## src/hw/bcd_sub_pkg.sv

```systemverilog
// Shared types and constants for the BCD subtract unit
package bcd_sub_pkg;

  // ****************************************
  // Operation codes
  // ****************************************
  localparam logic [9:0] FC_BCD_SUB_SINGLE        = 10'h19E;
  localparam logic [9:0] FC_BCD_SUB_DOUBLE        = 10'h19F;
  localparam logic [9:0] FC_BCD_SUB_BORROW_SINGLE = 10'h1A0;
  localparam logic [9:0] FC_BCD_SUB_BORROW_DOUBLE = 10'h1A1;
  localparam logic [9:0] FC_CLEAR_BORROW_OP       = 10'h029;

  // ****************************************
  // Widths and reset values
  // ****************************************
  localparam int         WORD_W        = 16;
  localparam int         DIGITS        = 4;
  localparam logic       BORROW_RESET  = 1'b0;
  localparam logic       FLAG_RESET    = 1'b0;
  localparam logic [3:0] DIGIT_MAX     = 4'h9;
  localparam logic [3:0] DIGIT_RADIX   = 4'hA;

  // ****************************************
  // Carriers
  // ****************************************
  typedef struct packed {
    logic        valid;
    logic [9:0]  code;
    logic [15:0] first_lo;
    logic [15:0] first_hi;
    logic [15:0] second_lo;
    logic [15:0] second_hi;
  } op_req_t;

  typedef struct packed {
    logic        done;
    logic        write_lo;
    logic        write_hi;
    logic [15:0] outcome_lo;
    logic [15:0] outcome_hi;
    logic        invalid_digit_flag;
    logic        zero_result_flag;
    logic        borrow_flag;
  } op_res_t;

endpackage

```

## src/hw/bcd_subtract_unit.sv

```systemverilog
// BCD subtract unit: four subtract forms and borrow clear
//
// Behaviour
// RULE1: single form subtracts 4-digit second from first into one outcome word
// RULE2: double form subtracts 8-digit operands into two outcome words
// RULE3: single borrow form also subtracts incoming borrow_flag
// RULE4: double borrow form also subtracts incoming borrow_flag
// RULE5: negative difference is written as the 10's complement
// RULE6: invalid_digit_flag set if any operand word is not BCD, else cleared
// RULE7: a digit above nine is invalid; then outcome words are not written
// RULE8: zero_result_flag set when whole result is zero, else cleared
// RULE9: borrow_flag set on borrow out of top digit, else cleared
// RULE10: first smaller than subtrahend gives complement result and borrow set
// RULE11: clear_borrow_op drives borrow_flag to zero
// RULE12: software recovers magnitude by subtracting result from zero on borrow
// RULE13: zero minus a complement value B yields 10000 minus B
// RULE14: lower word holds low four digits, next word the high four
`timescale 1ns/1ps
module bcd_subtract_unit (
  // Clock and reset
  input  wire logic                     I_SYS_CLK,
  input  wire logic                     I_RESET,
  // Request from the sequencer
  input  wire bcd_sub_pkg::op_req_t     I_REQ,
  // Result to data memory and flags
  output      bcd_sub_pkg::op_res_t     O_RES
);

  // ****************************************
  // State
  // ****************************************
  typedef struct packed {
    bcd_sub_pkg::op_res_t res;
  } state_t;

  state_t state;
  state_t next_state;

  // Operation class of a request
  typedef struct packed {
    logic is_sub;
    logic is_double;
    logic uses_borrow;
    logic is_clear;
  } op_kind_t;

  // ****************************************
  // Functions
  // ****************************************
  // Map a request code to its operation class
  function automatic op_kind_t decode_op(input logic [9:0] code);
    op_kind_t kind_out;
    kind_out = '0;
    unique case (code)
      bcd_sub_pkg::FC_BCD_SUB_SINGLE: begin // see RULE1
        kind_out.is_sub = 1'b1;
      end
      bcd_sub_pkg::FC_BCD_SUB_DOUBLE: begin // see RULE2
        kind_out.is_sub    = 1'b1;
        kind_out.is_double = 1'b1;
      end
      bcd_sub_pkg::FC_BCD_SUB_BORROW_SINGLE: begin // see RULE3
        kind_out.is_sub      = 1'b1;
        kind_out.uses_borrow = 1'b1;
      end
      bcd_sub_pkg::FC_BCD_SUB_BORROW_DOUBLE: begin // see RULE4
        kind_out.is_sub      = 1'b1;
        kind_out.is_double   = 1'b1;
        kind_out.uses_borrow = 1'b1;
      end
      bcd_sub_pkg::FC_CLEAR_BORROW_OP: begin // see RULE11
        kind_out.is_clear = 1'b1;
      end
      default: begin
        // Codes of other units leave this one idle
        kind_out = '0;
      end
    endcase
    return kind_out;
  endfunction

  // One bit per digit field, set where the field holds 0 to 9
  function automatic logic [3:0] digit_ok_mask(input logic [15:0] w);
    logic [3:0] mask;
    mask = 4'h0;
    for (int d = 0; d < bcd_sub_pkg::DIGITS; d++) begin
      mask[d] = (w[4*d +: 4] <= bcd_sub_pkg::DIGIT_MAX); // see RULE7
    end
    return mask;
  endfunction

  // Subtract one digit and a borrow; bit 4 is borrow out
  function automatic logic [4:0] sub_digit(input logic [3:0] a,
                                           input logic [3:0] b,
                                           input logic       bin);
    logic [4:0] diff;
    logic       brw;
    diff = {1'b0, a} - {1'b0, b} - {4'h0, bin};
    brw  = diff[4];
    if (brw) begin
      // Borrow ten from the next digit, giving the complement digit
      diff = diff + {1'b0, bcd_sub_pkg::DIGIT_RADIX}; // see RULE5
    end
    return {brw, diff[3:0]};
  endfunction

  // Subtract one word digit by digit; bit 16 is borrow out
  function automatic logic [16:0] sub_word(input logic [15:0] a,
                                           input logic [15:0] b,
                                           input logic        bin);
    logic [4:0]  step;
    logic [15:0] out;
    logic        brw;
    out = 16'h0000;
    brw = bin;
    for (int d = 0; d < bcd_sub_pkg::DIGITS; d++) begin
      step          = sub_digit(a[4*d +: 4], b[4*d +: 4], brw);
      out[4*d +: 4] = step[3:0];
      brw           = step[4];
    end
    return {brw, out};
  endfunction

  // All four digits of a word are zero
  function automatic logic word_is_zero(input logic [15:0] w);
    return w == 16'h0000;
  endfunction

  // ****************************************
  // Datapath
  // ****************************************
  op_kind_t    kind;
  logic [3:0]  first_lo_mask;
  logic [3:0]  first_hi_mask;
  logic [3:0]  second_lo_mask;
  logic [3:0]  second_hi_mask;
  logic        lo_words_bcd;
  logic        hi_words_bcd;
  logic        all_bcd;
  logic        take_sub;
  logic        take_clear;
  logic        accept;
  logic        borrow_in;
  logic [16:0] low_part;
  logic [16:0] high_part;
  logic        top_borrow;
  logic [15:0] result_lo;
  logic [15:0] result_hi;
  logic        result_zero;

  assign kind           = decode_op(I_REQ.code);
  assign take_sub       = I_REQ.valid && kind.is_sub;
  assign take_clear     = I_REQ.valid && kind.is_clear;

  // Digit checks on every operand word
  assign first_lo_mask  = digit_ok_mask(I_REQ.first_lo);
  assign first_hi_mask  = digit_ok_mask(I_REQ.first_hi);
  assign second_lo_mask = digit_ok_mask(I_REQ.second_lo);
  assign second_hi_mask = digit_ok_mask(I_REQ.second_hi);
  assign lo_words_bcd   = (&first_lo_mask) && (&second_lo_mask); // see RULE6
  assign hi_words_bcd   = (&first_hi_mask) && (&second_hi_mask); // see RULE6
  // High words count only in the double forms
  assign all_bcd        = lo_words_bcd && (!kind.is_double || hi_words_bcd); // see RULE6
  assign accept         = take_sub && all_bcd; // see RULE7

  // Borrow chain from the flag left by the previous operation
  assign borrow_in      = kind.uses_borrow && state.res.borrow_flag; // see RULE3, RULE4
  assign low_part       = sub_word(I_REQ.first_lo, I_REQ.second_lo, borrow_in); // see RULE14
  assign high_part      = sub_word(I_REQ.first_hi, I_REQ.second_hi, low_part[16]); // see RULE14
  assign top_borrow     = kind.is_double ? high_part[16] : low_part[16]; // see RULE9
  assign result_lo      = low_part[15:0];
  assign result_hi      = kind.is_double ? high_part[15:0] : 16'h0000;
  assign result_zero    = word_is_zero(result_lo) && word_is_zero(result_hi); // see RULE8

  // ****************************************
  // Next state
  // ****************************************
  always_comb begin
    next_state              = state;
    // Strobes last one cycle
    next_state.res.done     = take_sub || take_clear;
    next_state.res.write_lo = accept; // see RULE1, RULE7
    next_state.res.write_hi = accept && kind.is_double; // see RULE2, RULE7
    // Error flag follows every subtract, valid or not
    if (take_sub) begin
      next_state.res.invalid_digit_flag = !all_bcd; // see RULE6, RULE7
    end
    // Outcome words and result flags only on a valid subtract
    if (accept) begin
      next_state.res.outcome_lo       = result_lo; // see RULE5, RULE14
      next_state.res.outcome_hi       = result_hi; // see RULE14
      // Zero minus a complement restores magnitude naturally
      next_state.res.borrow_flag      = top_borrow; // see RULE9, RULE10, RULE13
      next_state.res.zero_result_flag = result_zero; // see RULE8
    end
    // Clear leaves the other flags alone
    if (take_clear) begin
      next_state.res.borrow_flag = 1'b0; // see RULE11
    end
  end

  // ****************************************
  // Registers
  // ****************************************
  always_ff @(posedge I_SYS_CLK) begin
    if (I_RESET) begin
      state                        <= '0;
      state.res.borrow_flag        <= bcd_sub_pkg::BORROW_RESET;
      state.res.invalid_digit_flag <= bcd_sub_pkg::FLAG_RESET;
      state.res.zero_result_flag   <= bcd_sub_pkg::FLAG_RESET;
    end else begin
      state <= next_state;
    end
  end

  assign O_RES = state.res;

endmodule

```

## config.mk

```make
export PLATFORM = sky130hd
export DESIGN_NAME = bcd_subtract_unit
export DESIGN_NICKNAME = d
export VERILOG_FILES = /design/src/hw/bcd_sub_pkg.sv /design/src/hw/bcd_subtract_unit.sv
export SDC_FILE = /design/constraint.sdc
export NUM_CORES = 1
export LEC_CHECK = 0
export BUFFER_PORTS_ARGS = -buffer_cell sky130_fd_sc_hd__buf_4
export CORE_ASPECT_RATIO = 1.25
export CORE_MARGIN = 1.5
export CORE_UTILIZATION = 40
export DETAILED_ROUTE_END_ITERATION = 8
export HOLD_SLACK_MARGIN = 0.06
export SYNTH_ARGS = -nofsm -noshare
export SYNTH_HDL_FRONTEND = slang
export SYNTH_SLANG_ARGS = --single-unit
export TNS_END_PERCENT = 50
```

## constraint.sdc

```tcl
create_clock -name I_SYS_CLK -period 43.8 [get_ports I_SYS_CLK]
set_input_delay 4.38 -clock I_SYS_CLK [delete_from_list [all_inputs] [get_ports I_SYS_CLK]]
set_output_delay 4.38 -clock I_SYS_CLK [all_outputs]
set_load 0.005 [all_outputs]
```

==> impl_metrics.ini <==
[logic_synthesis]
synth_seq_area_share_pct = 18.0
syn_area_um2 = 4220
yosys-top-cells-area = ha_1 18%, dfxtp_1 18%, inv_1 5.9%
ys_ff_latch = 38
ys_types = 63
synth_top_area_share_pct = 18.1
yosysWarnings = 0
yosysTopAreaCell = ha_1
synth_fp_nets = 667
synthCells = 518
synth-main-ff-cell = dfxtp_1
avgSynthCellArea_um2 = 8.14
synthArstFlopShare_pct = 0
synth_edf_count = 0

[critical_path]
cpMostUsedCell = fa_1
slowest_delay_ns = 0.47
crit_required_ns = 44.02
crit_type = in2reg
critPathArrivalTime_ns = 18.12
critPathSlowestCell = fa_1
crit_buf_inv = 5
end_kind = register
r2r_cells = 60
worstReg2RegStart = O_RES[0]$_SDFFE_PP0P_
rr_endpoint = O_RES[1]$_SDFFE_PP0P_
cp_max_fo = 6
rrSetupSlack_ns = 30.10
critical-path-top-delay-family = adder cells
start_kind = input port

[die]
core_area_um2 = 10200
rows = 41
io_pins = 115
die_y_um = 118
fp.dieW_um = 94.8
dieArea_um2 = 11200
initial_core_util_pct = 41.5

[placed_design]
gp_congestion = 0.830
port_buffers = 114
dp.cells = 749
dp_hpwl_mm = 8.92

[timing]
maxSlewHeadroom_pct = 48.2
skew_ns = 0.00103
rsz0062_at_grt = no
tns_ns = 0
fin_crit_sh_pct = 40.9
period_needed_ns = 17.90
hold_slack_ns = 0.454
hold_viol = 0
fmax_ghz = 0.0559
tightest_slew_ns = 0.778
setup_viol = 0
final_max_slew_viol_count = 0

[global_routing]
grt_pass1_wl_mm = 17.7
grt_overflow = 0
grtUsageTotal_pct = 19.8
grt_max_degree = 35
grt_pass1_vias = 3873
antenna_found_initial = 0

[drt]
vias = 3915
drt_wl_total_mm = 10.9
ant_nets = 0
drt_iter0_drc = 96
via_per_inst = 5.18
dr.pass1.iters = 6
drc = 0
routedWlPerCell_um = 14.4

[clock_network]
root_buffer = clkbuf_16
postCtsSetupRepairBufs = 0
htree_num_levels = 2
cts_tree = yes
worstSkewPairLatency_ns = 0.28
clock-sinks = 38
cts_hold_buf = 0
clk_path_buf_depth = 2
clk_pin_slew_ns = 0.06
cts_buffers = 5
cts_resized = 0

[pwr]
p_leak_nw = 2.54
p_total_mw = 0.147
peakVddDrop_mv = 0.0164
pwr_density_cell_nw_per_um2 = 27.7

[finish]
final_cell_mix = 115 x buf_4, 66 x inv_1, 61 x ha_1
fin_cells = 756
area_delta_synth_final_pct = 25.8
multi_input_area_um2 = 3130
largest_register_ff_count = 38
seqCellArea_um2 = 761
fin_nets = 776
layout_commonest_cell = buf_4
fill_cells = 1024
diodes = 0
drive_gt1_share_pct = 22.2

[run_status]
status = finished clean

[hold_path]
hold_depth = 2
hold_class = reg2reg
holdCritStartpoint = O_RES[17]$_SDFFE_PP0P_
worstHoldEndpoint = O_RES[17]$_SDFFE_PP0P_

[job]
cap_violations = 0
[routing by layer]
metal / track usage, % / up-vias / routed length [um] / share of wire, %
met5: 0 / - / 0 / 0
met3: 2.52 / 10 / 474 / 4.4
li1: - / 2017 / - / -
met2: 36.7 / 91 / 5620 / 52
met4: 5.13 / 0 / 153 / 1.4
met1: 23.1 / 1797 / 4600 / 42
[layout make-up]
class                           count  share of cell area (%)
Multi-Input combinational cell    400                    59.1
Timing Repair Buffer              115                    16.3
Sequential cell                    38                    14.3
Inverter                           67                    4.74
Tap cell                          129                    3.04
Clock buffer                        7                    2.50
[through the flow]
step / instance area, um2 / utilization, % / worst slack [ns]
final: 5300 / 52.2 / 25.90
after global placement: 5170 / 50.9 / 25.88
after detailed placement: 5170 / 50.9 / 25.58
after CTS: 5300 / 52.2 / 25.85
after global routing: 5300 / 52.2 / 24.82
after floorplan: 4220 / - / 26.57
[synth_stat cells, types with 6 or more instances]
cell type  instances
inv_1             66
ha_1              61
nor2_1            40
dfxtp_1           38
o21ai_0           31
a21oi_1           30
nand2_1           29
xnor2_1           26
nor3_1            20
xor2_1            18
fa_1              11
nand2b_1          10
nand3b_1          10
a211oi_1           9
clkbuf_1           9
nand4_1            9
mux2i_1            7
nor2b_1            7
and2_1             6
o21bai_1           6
[worst register-to-register path, delay by kind of cell, from the launching register on]
kind,cells,cell delay [ns]
flops,1,0.37
simple gates,18,3.38
compound gates,15,3.39
xor+xnor,6,0.91
buf+inv,4,0.25
fa+ha+maj,17,5.29
[power breakdown]
group	switching [mW]	internal (mW)	leakage [nW]	total (mW)
combinational	0.0414	0.0358	2.17	0.0773
clock	0.0144	0.0209	0.0640	0.0353
sequential	0.00000232	0.0346	0.306	0.0346
[worst max path at each step]
| stage | from | to | slack, ns | depth (start not counted) |
|---|---|---|---|---|
| final | I_REQ[65] | O_RES[1]$_SDFFE_PP0P_ | 25.90 | 62 |
| after global routing | I_REQ[65] | O_RES[1]$_SDFFE_PP0P_ | 24.82 | 62 |
| after CTS | I_REQ[65] | O_RES[1]$_SDFFE_PP0P_ | 25.85 | 62 |
| after detailed placement | I_REQ[65] | O_RES[1]$_SDFFE_PP0P_ | 25.58 | 62 |
| after global placement | I_REQ[65] | O_RES[1]$_SDFFE_PP0P_ | 25.88 | 62 |
| after floorplan | I_REQ[65] | O_RES[1]$_SDFFE_PP0P_ | 26.57 | 61 |
[cell families after synthesis]
group | Yosys count | synth area share [%]
simple gates | 159 | 20.8
compound gates | 116 | 18.2
buf+inv | 80 | 7.66
fa+ha+maj | 72 | 23.3
xor+xnor | 46 | 10.3
flops | 38 | 18.0
mux | 7 | 1.66
(Power assumes the default switching activity.)
